**src/verilog/trrp_pkg.sv**
```systemverilog
package trrp_pkg;
  localparam int unsigned WORD_W = 16;
  localparam int unsigned RES_W = 12;
  localparam int unsigned IDX_W = 6;
  localparam int unsigned PAGE_W = 4;
  localparam int unsigned KIND_W = 4;
  // Command word fields
  localparam int unsigned CMD_DIR_BIT = 15;
  localparam int unsigned CMD_PAGE_LSB = 11;
  localparam int unsigned CMD_IDX_LSB = 5;
  // Page codes
  localparam logic [3:0] PAGE_RESULT = 4'h0;
  localparam logic [3:0] PAGE_TOUCH = 4'h1;
  localparam logic [3:0] PAGE_AUDIO = 4'h2;
  // Result register offsets on page 0
  localparam logic [5:0] HORIZONTAL_POSITION_RESULT = 6'h00;
  localparam logic [5:0] VERTICAL_POSITION_RESULT = 6'h01;
  localparam logic [5:0] FIRST_PRESSURE_RESULT = 6'h02;
  localparam logic [5:0] SECOND_PRESSURE_RESULT = 6'h03;
  localparam logic [5:0] FIRST_BATTERY_RESULT = 6'h05;
  localparam logic [5:0] SECOND_BATTERY_RESULT = 6'h06;
  localparam logic [5:0] EXTRA_INPUT_RESULT = 6'h07;
  localparam logic [5:0] FIRST_THERMAL_RESULT = 6'h09;
  localparam logic [5:0] SECOND_THERMAL_RESULT = 6'h0a;
  localparam logic [5:0] PAGE_LAST_IDX = 6'h1f;
  localparam logic [15:0] RESULT_RESET = 16'h0000;
  localparam logic [15:0] RESERVED_READ = 16'h0000;
  localparam logic [15:0] PAST_END_READ = 16'hffff;
  typedef struct packed {
    logic valid;
    logic [5:0] idx;
    logic [11:0] value;
  } trrp_result_t;
  typedef struct packed {
    logic [5:0] idx;
    logic [3:0] page;
  } trrp_ptr_t;
endpackage
```
**src/verilog/trrp_core.sv**
```systemverilog
`timescale 1ns/1ps
module trrp_core #(
  parameter int unsigned NUM_RESULTS = 9
) (
  // Clock and reset
  input wire logic clk,
  input wire logic nrst,
  // Conversion result input
  input wire trrp_pkg::trrp_result_t result_in,
  // Decoded host access, from the serial front end
  input wire logic cmd_valid,
  input wire logic [15:0] cmd_word,
  input wire logic data_strobe,
  input wire logic [15:0] wr_data,
  // Read data and control page hand-off
  output logic [15:0] rd_data,
  output logic ctrl_wr,
  output logic ctrl_rd,
  output trrp_pkg::trrp_ptr_t ctrl_ptr,
  output logic [15:0] ctrl_wr_data,
  input wire logic [15:0] ctrl_status,
  output logic page_reserved
);

  localparam logic [5:0] OFFS [NUM_RESULTS] = '{
    trrp_pkg::HORIZONTAL_POSITION_RESULT, trrp_pkg::VERTICAL_POSITION_RESULT,
    trrp_pkg::FIRST_PRESSURE_RESULT, trrp_pkg::SECOND_PRESSURE_RESULT,
    trrp_pkg::FIRST_BATTERY_RESULT, trrp_pkg::SECOND_BATTERY_RESULT,
    trrp_pkg::EXTRA_INPUT_RESULT, trrp_pkg::FIRST_THERMAL_RESULT,
    trrp_pkg::SECOND_THERMAL_RESULT};

  logic [15:0] res_q [NUM_RESULTS];
  logic is_read_q;
  logic past_end_q;
  trrp_pkg::trrp_ptr_t ptr_q;
  logic [15:0] sel_word;
  logic page_ok;
  logic [3:0] cmd_page;

  assign cmd_page = cmd_word[trrp_pkg::CMD_PAGE_LSB +: trrp_pkg::PAGE_W];

  // Result registers; only the conversion path writes them
  genvar g;
  generate
    for (g = 0; g < NUM_RESULTS; g++)
    begin : g_res
      always_ff @(posedge clk or negedge nrst)
      begin
        if (!nrst)
          res_q[g] <= trrp_pkg::RESULT_RESET;
        else if (result_in.valid && result_in.idx == OFFS[g])
          res_q[g] <= {4'h0, result_in.value};
      end
    end
  endgenerate

  // Command latch and auto-increment pointer
  always_ff @(posedge clk or negedge nrst)
  begin
    if (!nrst)
    begin
      ptr_q <= '0;
      is_read_q <= 1'b0;
      past_end_q <= 1'b0;
    end
    else if (cmd_valid)
    begin
      ptr_q.page <= cmd_page;
      ptr_q.idx <= cmd_word[trrp_pkg::CMD_IDX_LSB +: trrp_pkg::IDX_W];
      is_read_q <= cmd_word[trrp_pkg::CMD_DIR_BIT];
      past_end_q <= 1'b0;
    end
    else if (data_strobe)
    begin
      // Pointer stops at page end rather than wrapping
      if (ptr_q.idx == trrp_pkg::PAGE_LAST_IDX)
        past_end_q <= 1'b1;
      else
        ptr_q.idx <= ptr_q.idx + 6'h01;
    end
  end

  assign page_ok = ptr_q.page == trrp_pkg::PAGE_RESULT ||
    ptr_q.page == trrp_pkg::PAGE_TOUCH || ptr_q.page == trrp_pkg::PAGE_AUDIO;
  assign page_reserved = !page_ok;

  always_comb
  begin
    sel_word = trrp_pkg::RESERVED_READ;
    for (int i = 0; i < NUM_RESULTS; i++)
      if (ptr_q.idx == OFFS[i])
        sel_word = res_q[i];
  end

  // Read word registered so it is stable for the shifter
  always_ff @(posedge clk or negedge nrst)
  begin
    if (!nrst)
      rd_data <= trrp_pkg::RESULT_RESET;
    else if (past_end_q || !page_ok)
      rd_data <= trrp_pkg::PAST_END_READ;
    else if (ptr_q.page == trrp_pkg::PAGE_RESULT)
      rd_data <= sel_word;
    else
      rd_data <= ctrl_status;
  end

  // Control pages live elsewhere; writes to page 0 are dropped
  assign ctrl_wr = data_strobe && !is_read_q && !past_end_q && page_ok &&
    ptr_q.page != trrp_pkg::PAGE_RESULT;
  assign ctrl_rd = data_strobe && is_read_q && !past_end_q && page_ok &&
    ptr_q.page != trrp_pkg::PAGE_RESULT;
  assign ctrl_ptr = ptr_q;
  assign ctrl_wr_data = wr_data;

  a_upper_zero: assert property (@(posedge clk) disable iff (!nrst)
    (ptr_q.page == trrp_pkg::PAGE_RESULT && !past_end_q && page_ok) |=>
    rd_data[15:12] == 4'h0 || $past(cmd_valid) || $past(data_strobe))
    else $error("result upper bits not zero");
  a_ro_hold: assert property (@(posedge clk) disable iff (!nrst)
    (!result_in.valid) |=> res_q[5] == $past(res_q[5]))
    else $error("result changed without conversion");
  a_res_store: assert property (@(posedge clk) disable iff (!nrst)
    (result_in.valid && result_in.idx == trrp_pkg::SECOND_THERMAL_RESULT) |=>
    res_q[8] == {4'h0, $past(result_in.value)})
    else $error("thermal result not stored");
  a_past_end: assert property (@(posedge clk) disable iff (!nrst)
    (past_end_q && !cmd_valid) |=> rd_data == trrp_pkg::PAST_END_READ)
    else $error("past end read not all ones");
  a_incr: assert property (@(posedge clk) disable iff (!nrst)
    (data_strobe && !cmd_valid && ptr_q.idx != trrp_pkg::PAGE_LAST_IDX) |=>
    ptr_q.idx == $past(ptr_q.idx) + 6'h01)
    else $error("pointer did not advance");
  a_no_p0_wr: assert property (@(posedge clk) disable iff (!nrst)
    (ptr_q.page == trrp_pkg::PAGE_RESULT) |-> !ctrl_wr)
    else $error("page 0 write leaked");
  a_bad_page: assert property (@(posedge clk) disable iff (!nrst)
    (ptr_q.page > trrp_pkg::PAGE_AUDIO) |-> page_reserved && !ctrl_wr && !ctrl_rd)
    else $error("reserved page selected");
  a_rsv_zero: assert property (@(posedge clk) disable iff (!nrst)
    (ptr_q.page == trrp_pkg::PAGE_RESULT && ptr_q.idx == 6'h04 && !past_end_q
     && !cmd_valid) |=> rd_data == trrp_pkg::RESERVED_READ)
    else $error("reserved address not zero");
  a_ctrl_read: assert property (@(posedge clk) disable iff (!nrst)
    (ptr_q.page == trrp_pkg::PAGE_TOUCH && !past_end_q && !cmd_valid) |=>
    rd_data == $past(ctrl_status))
    else $error("control read not status");

  // Reset checks run without disable so they see the reset itself
  a_rst_results: assert property (
    @(posedge clk)
    !nrst
    |-> res_q[0] == trrp_pkg::RESULT_RESET && res_q[4] == trrp_pkg::RESULT_RESET)
    else $error("results not cleared in reset");

  a_rst_outputs: assert property (
    @(posedge clk)
    !nrst
    |-> rd_data == trrp_pkg::RESULT_RESET && !page_reserved && ctrl_ptr == '0)
    else $error("outputs not idle in reset");

  a_res_first: assert property (
    @(posedge clk) disable iff (!nrst)
    result_in.valid && result_in.idx == trrp_pkg::HORIZONTAL_POSITION_RESULT
    |=> res_q[0] == {4'h0, $past(result_in.value)})
    else $error("position result not stored");

  a_res_battery: assert property (
    @(posedge clk) disable iff (!nrst)
    result_in.valid && result_in.idx == trrp_pkg::SECOND_BATTERY_RESULT
    |=> res_q[5] == {4'h0, $past(result_in.value)})
    else $error("battery result not stored");

  a_res_rsv_idx: assert property (
    @(posedge clk) disable iff (!nrst)
    result_in.valid && result_in.idx == 6'h04
    |=> res_q[3] == $past(res_q[3]) && res_q[4] == $past(res_q[4]))
    else $error("reserved index touched a result");

  a_res_nibble: assert property (
    @(posedge clk) disable iff (!nrst)
    nrst
    |-> res_q[0][15:12] == 4'h0 && res_q[8][15:12] == 4'h0)
    else $error("result upper nibble set");

  a_p0_read: assert property (
    @(posedge clk) disable iff (!nrst)
    ptr_q.page == trrp_pkg::PAGE_RESULT && !past_end_q && ptr_q.idx == 6'h05
    |=> rd_data == $past(res_q[4]))
    else $error("battery read wrong");

  a_p0_pressure: assert property (
    @(posedge clk) disable iff (!nrst)
    ptr_q.page == trrp_pkg::PAGE_RESULT && !past_end_q && ptr_q.idx == 6'h02
    |=> rd_data == $past(res_q[2]))
    else $error("pressure read wrong");

  a_cmd_latch: assert property (
    @(posedge clk) disable iff (!nrst)
    cmd_valid
    |=> ptr_q.page == $past(cmd_page) && ptr_q.idx == $past(cmd_word[10:5]))
    else $error("command not latched");

  a_cmd_dir: assert property (
    @(posedge clk) disable iff (!nrst)
    cmd_valid
    |=> is_read_q == $past(cmd_word[15]))
    else $error("direction not latched");

  a_cmd_clear_end: assert property (
    @(posedge clk) disable iff (!nrst)
    cmd_valid
    |=> !past_end_q)
    else $error("new command kept past end");

  a_end_stop: assert property (
    @(posedge clk) disable iff (!nrst)
    data_strobe && !cmd_valid && ptr_q.idx == trrp_pkg::PAGE_LAST_IDX
    |=> past_end_q && ptr_q.idx == trrp_pkg::PAGE_LAST_IDX)
    else $error("pointer wrapped at page end");

  a_end_sticky: assert property (
    @(posedge clk) disable iff (!nrst)
    past_end_q && !cmd_valid
    |=> past_end_q)
    else $error("past end dropped");

  a_idle_hold: assert property (
    @(posedge clk) disable iff (!nrst)
    !cmd_valid && !data_strobe
    |=> $stable(ptr_q) && $stable(past_end_q))
    else $error("pointer moved while idle");

  a_rsv_page_rd: assert property (
    @(posedge clk) disable iff (!nrst)
    page_reserved
    |=> rd_data == trrp_pkg::PAST_END_READ)
    else $error("reserved page read not all ones");

  a_page_decode: assert property (
    @(posedge clk) disable iff (!nrst)
    !page_reserved
    |-> ptr_q.page <= trrp_pkg::PAGE_AUDIO)
    else $error("reserved page accepted");

  a_wr_dir: assert property (
    @(posedge clk) disable iff (!nrst)
    ctrl_wr
    |-> !is_read_q && data_strobe)
    else $error("control write without write strobe");

  a_rd_dir: assert property (
    @(posedge clk) disable iff (!nrst)
    ctrl_rd
    |-> is_read_q && data_strobe)
    else $error("control read without read strobe");

  a_ctrl_excl: assert property (
    @(posedge clk) disable iff (!nrst)
    nrst
    |-> !(ctrl_wr && ctrl_rd))
    else $error("control read and write together");

  a_ctrl_end: assert property (
    @(posedge clk) disable iff (!nrst)
    past_end_q
    |-> !ctrl_wr && !ctrl_rd)
    else $error("control access past page end");

  a_p0_no_rd: assert property (
    @(posedge clk) disable iff (!nrst)
    ptr_q.page == trrp_pkg::PAGE_RESULT
    |-> !ctrl_rd)
    else $error("page 0 read leaked");

  a_ctrl_page: assert property (
    @(posedge clk) disable iff (!nrst)
    ctrl_wr || ctrl_rd
    |-> ptr_q.page == trrp_pkg::PAGE_TOUCH || ptr_q.page == trrp_pkg::PAGE_AUDIO)
    else $error("control access on wrong page");

  a_audio_read: assert property (
    @(posedge clk) disable iff (!nrst)
    ptr_q.page == trrp_pkg::PAGE_AUDIO && !past_end_q
    |=> rd_data == $past(ctrl_status))
    else $error("audio page read not status");

  a_wr_pass: assert property (
    @(posedge clk) disable iff (!nrst)
    ctrl_wr
    |-> ctrl_wr_data == wr_data)
    else $error("control write data lost");
endmodule

```
**config.mk**
```make
export PLATFORM = sky130hd
export DESIGN_NAME = trrp_core
export DESIGN_NICKNAME = d
export VERILOG_FILES = /design/src/verilog/trrp_pkg.sv /design/src/verilog/trrp_core.sv
export SDC_FILE = /design/constraint.sdc
export NUM_CORES = 1
export LEC_CHECK = 0
export BUFFER_PORTS_ARGS = -buffer_cell sky130_fd_sc_hd__buf_4
export CAP_MARGIN = 25
export CORE_MARGIN = 2
export CORE_UTILIZATION = 25
export CTS_CLUSTER_SIZE = 8
export DETAILED_ROUTE_END_ITERATION = 6
export HOLD_SLACK_MARGIN = 0.12
export PLACE_DENSITY_LB_ADDON = 0.1
export SLEW_MARGIN = 20
export SYNTH_ARGS = -nofsm -noshare
export SYNTH_HDL_FRONTEND = slang
export SYNTH_SLANG_ARGS = --single-unit
```
**constraint.sdc**
```tcl
create_clock -name clk -period 4.05 [get_ports clk]
set_clock_uncertainty 0.1 [all_clocks]
set_input_delay 0.81 -clock clk [delete_from_list [all_inputs] [get_ports clk]]
set_output_delay 0.81 -clock clk [all_outputs]
set_load 0.1 [all_outputs]
```
==> flow_summary.yaml <==
outcome:
  outcome: "finished, final reports clean"
grt:
  grt_max_degree: 61
  grt_overflow: 0
  grt_pass1_vias: 4899
  grt_pass1_wl_mm: 29.2
  antenna_found_initial: 0
  grt_use_total_pct: 14.0
setup_path:
  r2r-start: "ctrl_ptr[4]"
  cp_max_fo: 17
  r2r_slack_ps: 1520
  r2r-end: "rd_data[3]"
  end_kind: "output pin"
  arrival_ps: 2280
  critPathRequiredTime_ps: 3140
  cp-start-kind: "flip-flop"
  critPathKind: "reg -> out"
  r2r_cells: 7
finish:
  fin_area_um2: 8020
  diodes: 0
  nNetsFinal: 680
  syn_to_final_growth_pct: 22.7
  seqCellArea_um2: 3400
  fin_util_pct: 31.0
  fill_cells: 2647
  drive_above_1_share_pct: 40.1
  final_cell_mix: "136 x dfrtp_1, 113 x mux2_2, 96 x buf_4"
  layout_commonest_cell: "dfrtp_1"
  multiInputGateArea_um2: 2850
yosys:
  ys_warn_count: 0
  syn_inst: 543
  synth-seq-cells: 136
  synthesis.nets: 618
  async_flop_share_pct: 100
  seq_area_frac_synth_pct: 52.1
  ys_types: 45
  synthFlopType: "dfrtp_1"
  avgSynthCellArea_um2: 12.0
  synth_edf_count: 0
  syn_area_um2: 6530
sta:
  period_needed_ps: 3190
  rsz0062_at_grt: "false"
  period_share_pct: 78.8
  slew_violations: 0
  finalSetupViolCount: 0
  fin_ws_ps: 858
  worst_pin_slew_ps: 856
  hold_viol_final: 0
  max_freq_mhz: 313
  relSlewSlack_pct: 42.8
power:
  p_leak_uw: 0.00346
  peakVddDrop_mv: 0.217
  pwr_density_cell_nw_per_um2: 481
clocking:
  postCtsHoldBufs: 0
  clkSlewWorstSetupHoldPaths_ps: 60
  cts_max_path_buffers: 2
  cts.sinks: 136
  cts_tree: "yes"
  post-cts-setup-buffers: 0
  insertion_delay_ps: 410
  htree_num_levels: 4
  ctsResizeCount: 0
  root_buffer: "clkbuf_16"
  cts_made_buffers: 17
min_path:
  hp-class: "in -> async"
run:
  cap_violations: 0
placed_design:
  place_area_um2: 7440
  port_buffers: 78
  place.gp.congestion: 0.726
  dpl.hpwl_mm: 12.7
  post-place-ws_ps: 1100
detailed_routing:
  remaining_drc_errors: 0
  drtIter0Drc: 282
  vias: 4613
  wl_per_cell_um: 19.8
  routed_wl_mm: 18.9
  viasPerCell: 4.84
  antenna_left: 0
  drt_pass1_iterations: 4
die:
  pin_count: 116
  core_um2: 25800
  dieHeight_um: 166
  start_util_pct: 25.3
  die_w_um: 166
  die_area_um2: 27400
  fp-row-count: 59
## logic make-up after synthesis
logic type,after synthesis,synth area share (%)
adder cells (fa/ha/maj),4,0.766
AO/OA/AOI/OAI,133,14.5
buffers and inverters,58,4.60
multiplexers,114,19.6
XOR/XNOR,4,0.536
flip-flops,136,52.1
AND/OR/NAND/NOR,94,7.85
## stage by stage
step                TNS [ps]  hold WS, ps  cells  power, µW
finish                     0          270    953       3850
global route               0          298    953       4050
CTS                        0          292    953       3910
detailed placement         0          385    921       2360
global placement           0          381    921       2340
floorplan               -120          364    543       2190
## critical path, cell delays in order, from the launching register on
cell	delay (ps)
dfrtp_1	860
nor4_2	120
buf_4	240
nor4bb_2	300
buf_4	340
## worst max path at each step
stage                  startpoint        end  depth (start not counted)
floorplan             ctrl_ptr[2]    ctrl_rd                          3
global placement    result_in[15]  res_q[85]                          4
detailed placement  result_in[15]  res_q[90]                          4
CTS                   ctrl_ptr[1]    ctrl_rd                          4
global route          ctrl_ptr[1]    ctrl_rd                          4
finish                ctrl_ptr[1]    ctrl_rd                          4
## flip-flops by register name, indices dropped and copies added, names as in the netlist
signal and count:
is_read_q 1, ctrl_ptr 10, rd_data 16, res_q 108, past_end_q 1
## layout make-up
cell class / count / share of cell area, %
Sequential cell: 136 / 42.5
Multi-Input combinational cell: 349 / 35.6
Timing Repair Buffer: 98 / 9.38
Clock buffer: 24 / 6.01
Tap cell: 335 / 5.23
Clock inverter: 8 / 1.19
Inverter: 3 / 0.140
## cell usage after synthesis (3+ instances only)
cell type | instances | area share [%]
a21o_1 | 15 | 1.7
a21oi_1 | 19 | 1.5
a22o_1 | 4 | 0.54
a22oi_1 | 11 | 1.3
a32oi_1 | 12 | 1.6
and3_1 | 10 | 0.96
buf_1 | 5 | 0.29
buf_2 | 9 | 0.69
buf_4 | 17 | 2.0
clkbuf_1 | 23 | 1.3
dfrtp_1 | 136 | 52
ha_1 | 4 | 0.77
inv_1 | 3 | 0.17
mux2_2 | 113 | 19
nand2_1 | 32 | 1.8
nand2b_1 | 4 | 0.38
nand3_1 | 4 | 0.31
nand3b_1 | 4 | 0.46
nand4_1 | 4 | 0.38
nor2_1 | 17 | 0.98
nor3_1 | 5 | 0.38
o2111ai_1 | 10 | 1.3
o211ai_1 | 10 | 1.1
o21ai_0 | 25 | 1.9
o221ai_1 | 11 | 1.5
o2bb2ai_1 | 10 | 1.3
## power by group
group | internal [µW] | leakage (µW) | switching, µW
combinational | 253 | 0.00145 | 441
sequential | 1530 | 0.00173 | 107
clock | 952 | 0.000280 | 572
total | 2730 | 0.00346 | 1120
## layer usage
layer  track usage (%)  vias to the layer above  routed length (µm)
met2              23.9                      104                9260
met5                 0                        -                   0
met1              17.6                     2355                8560
met3              3.63                       16                 824
li1                  -                     2138                   -
met4              3.63                        0                 262
Power figures use the tool's default switching activity.
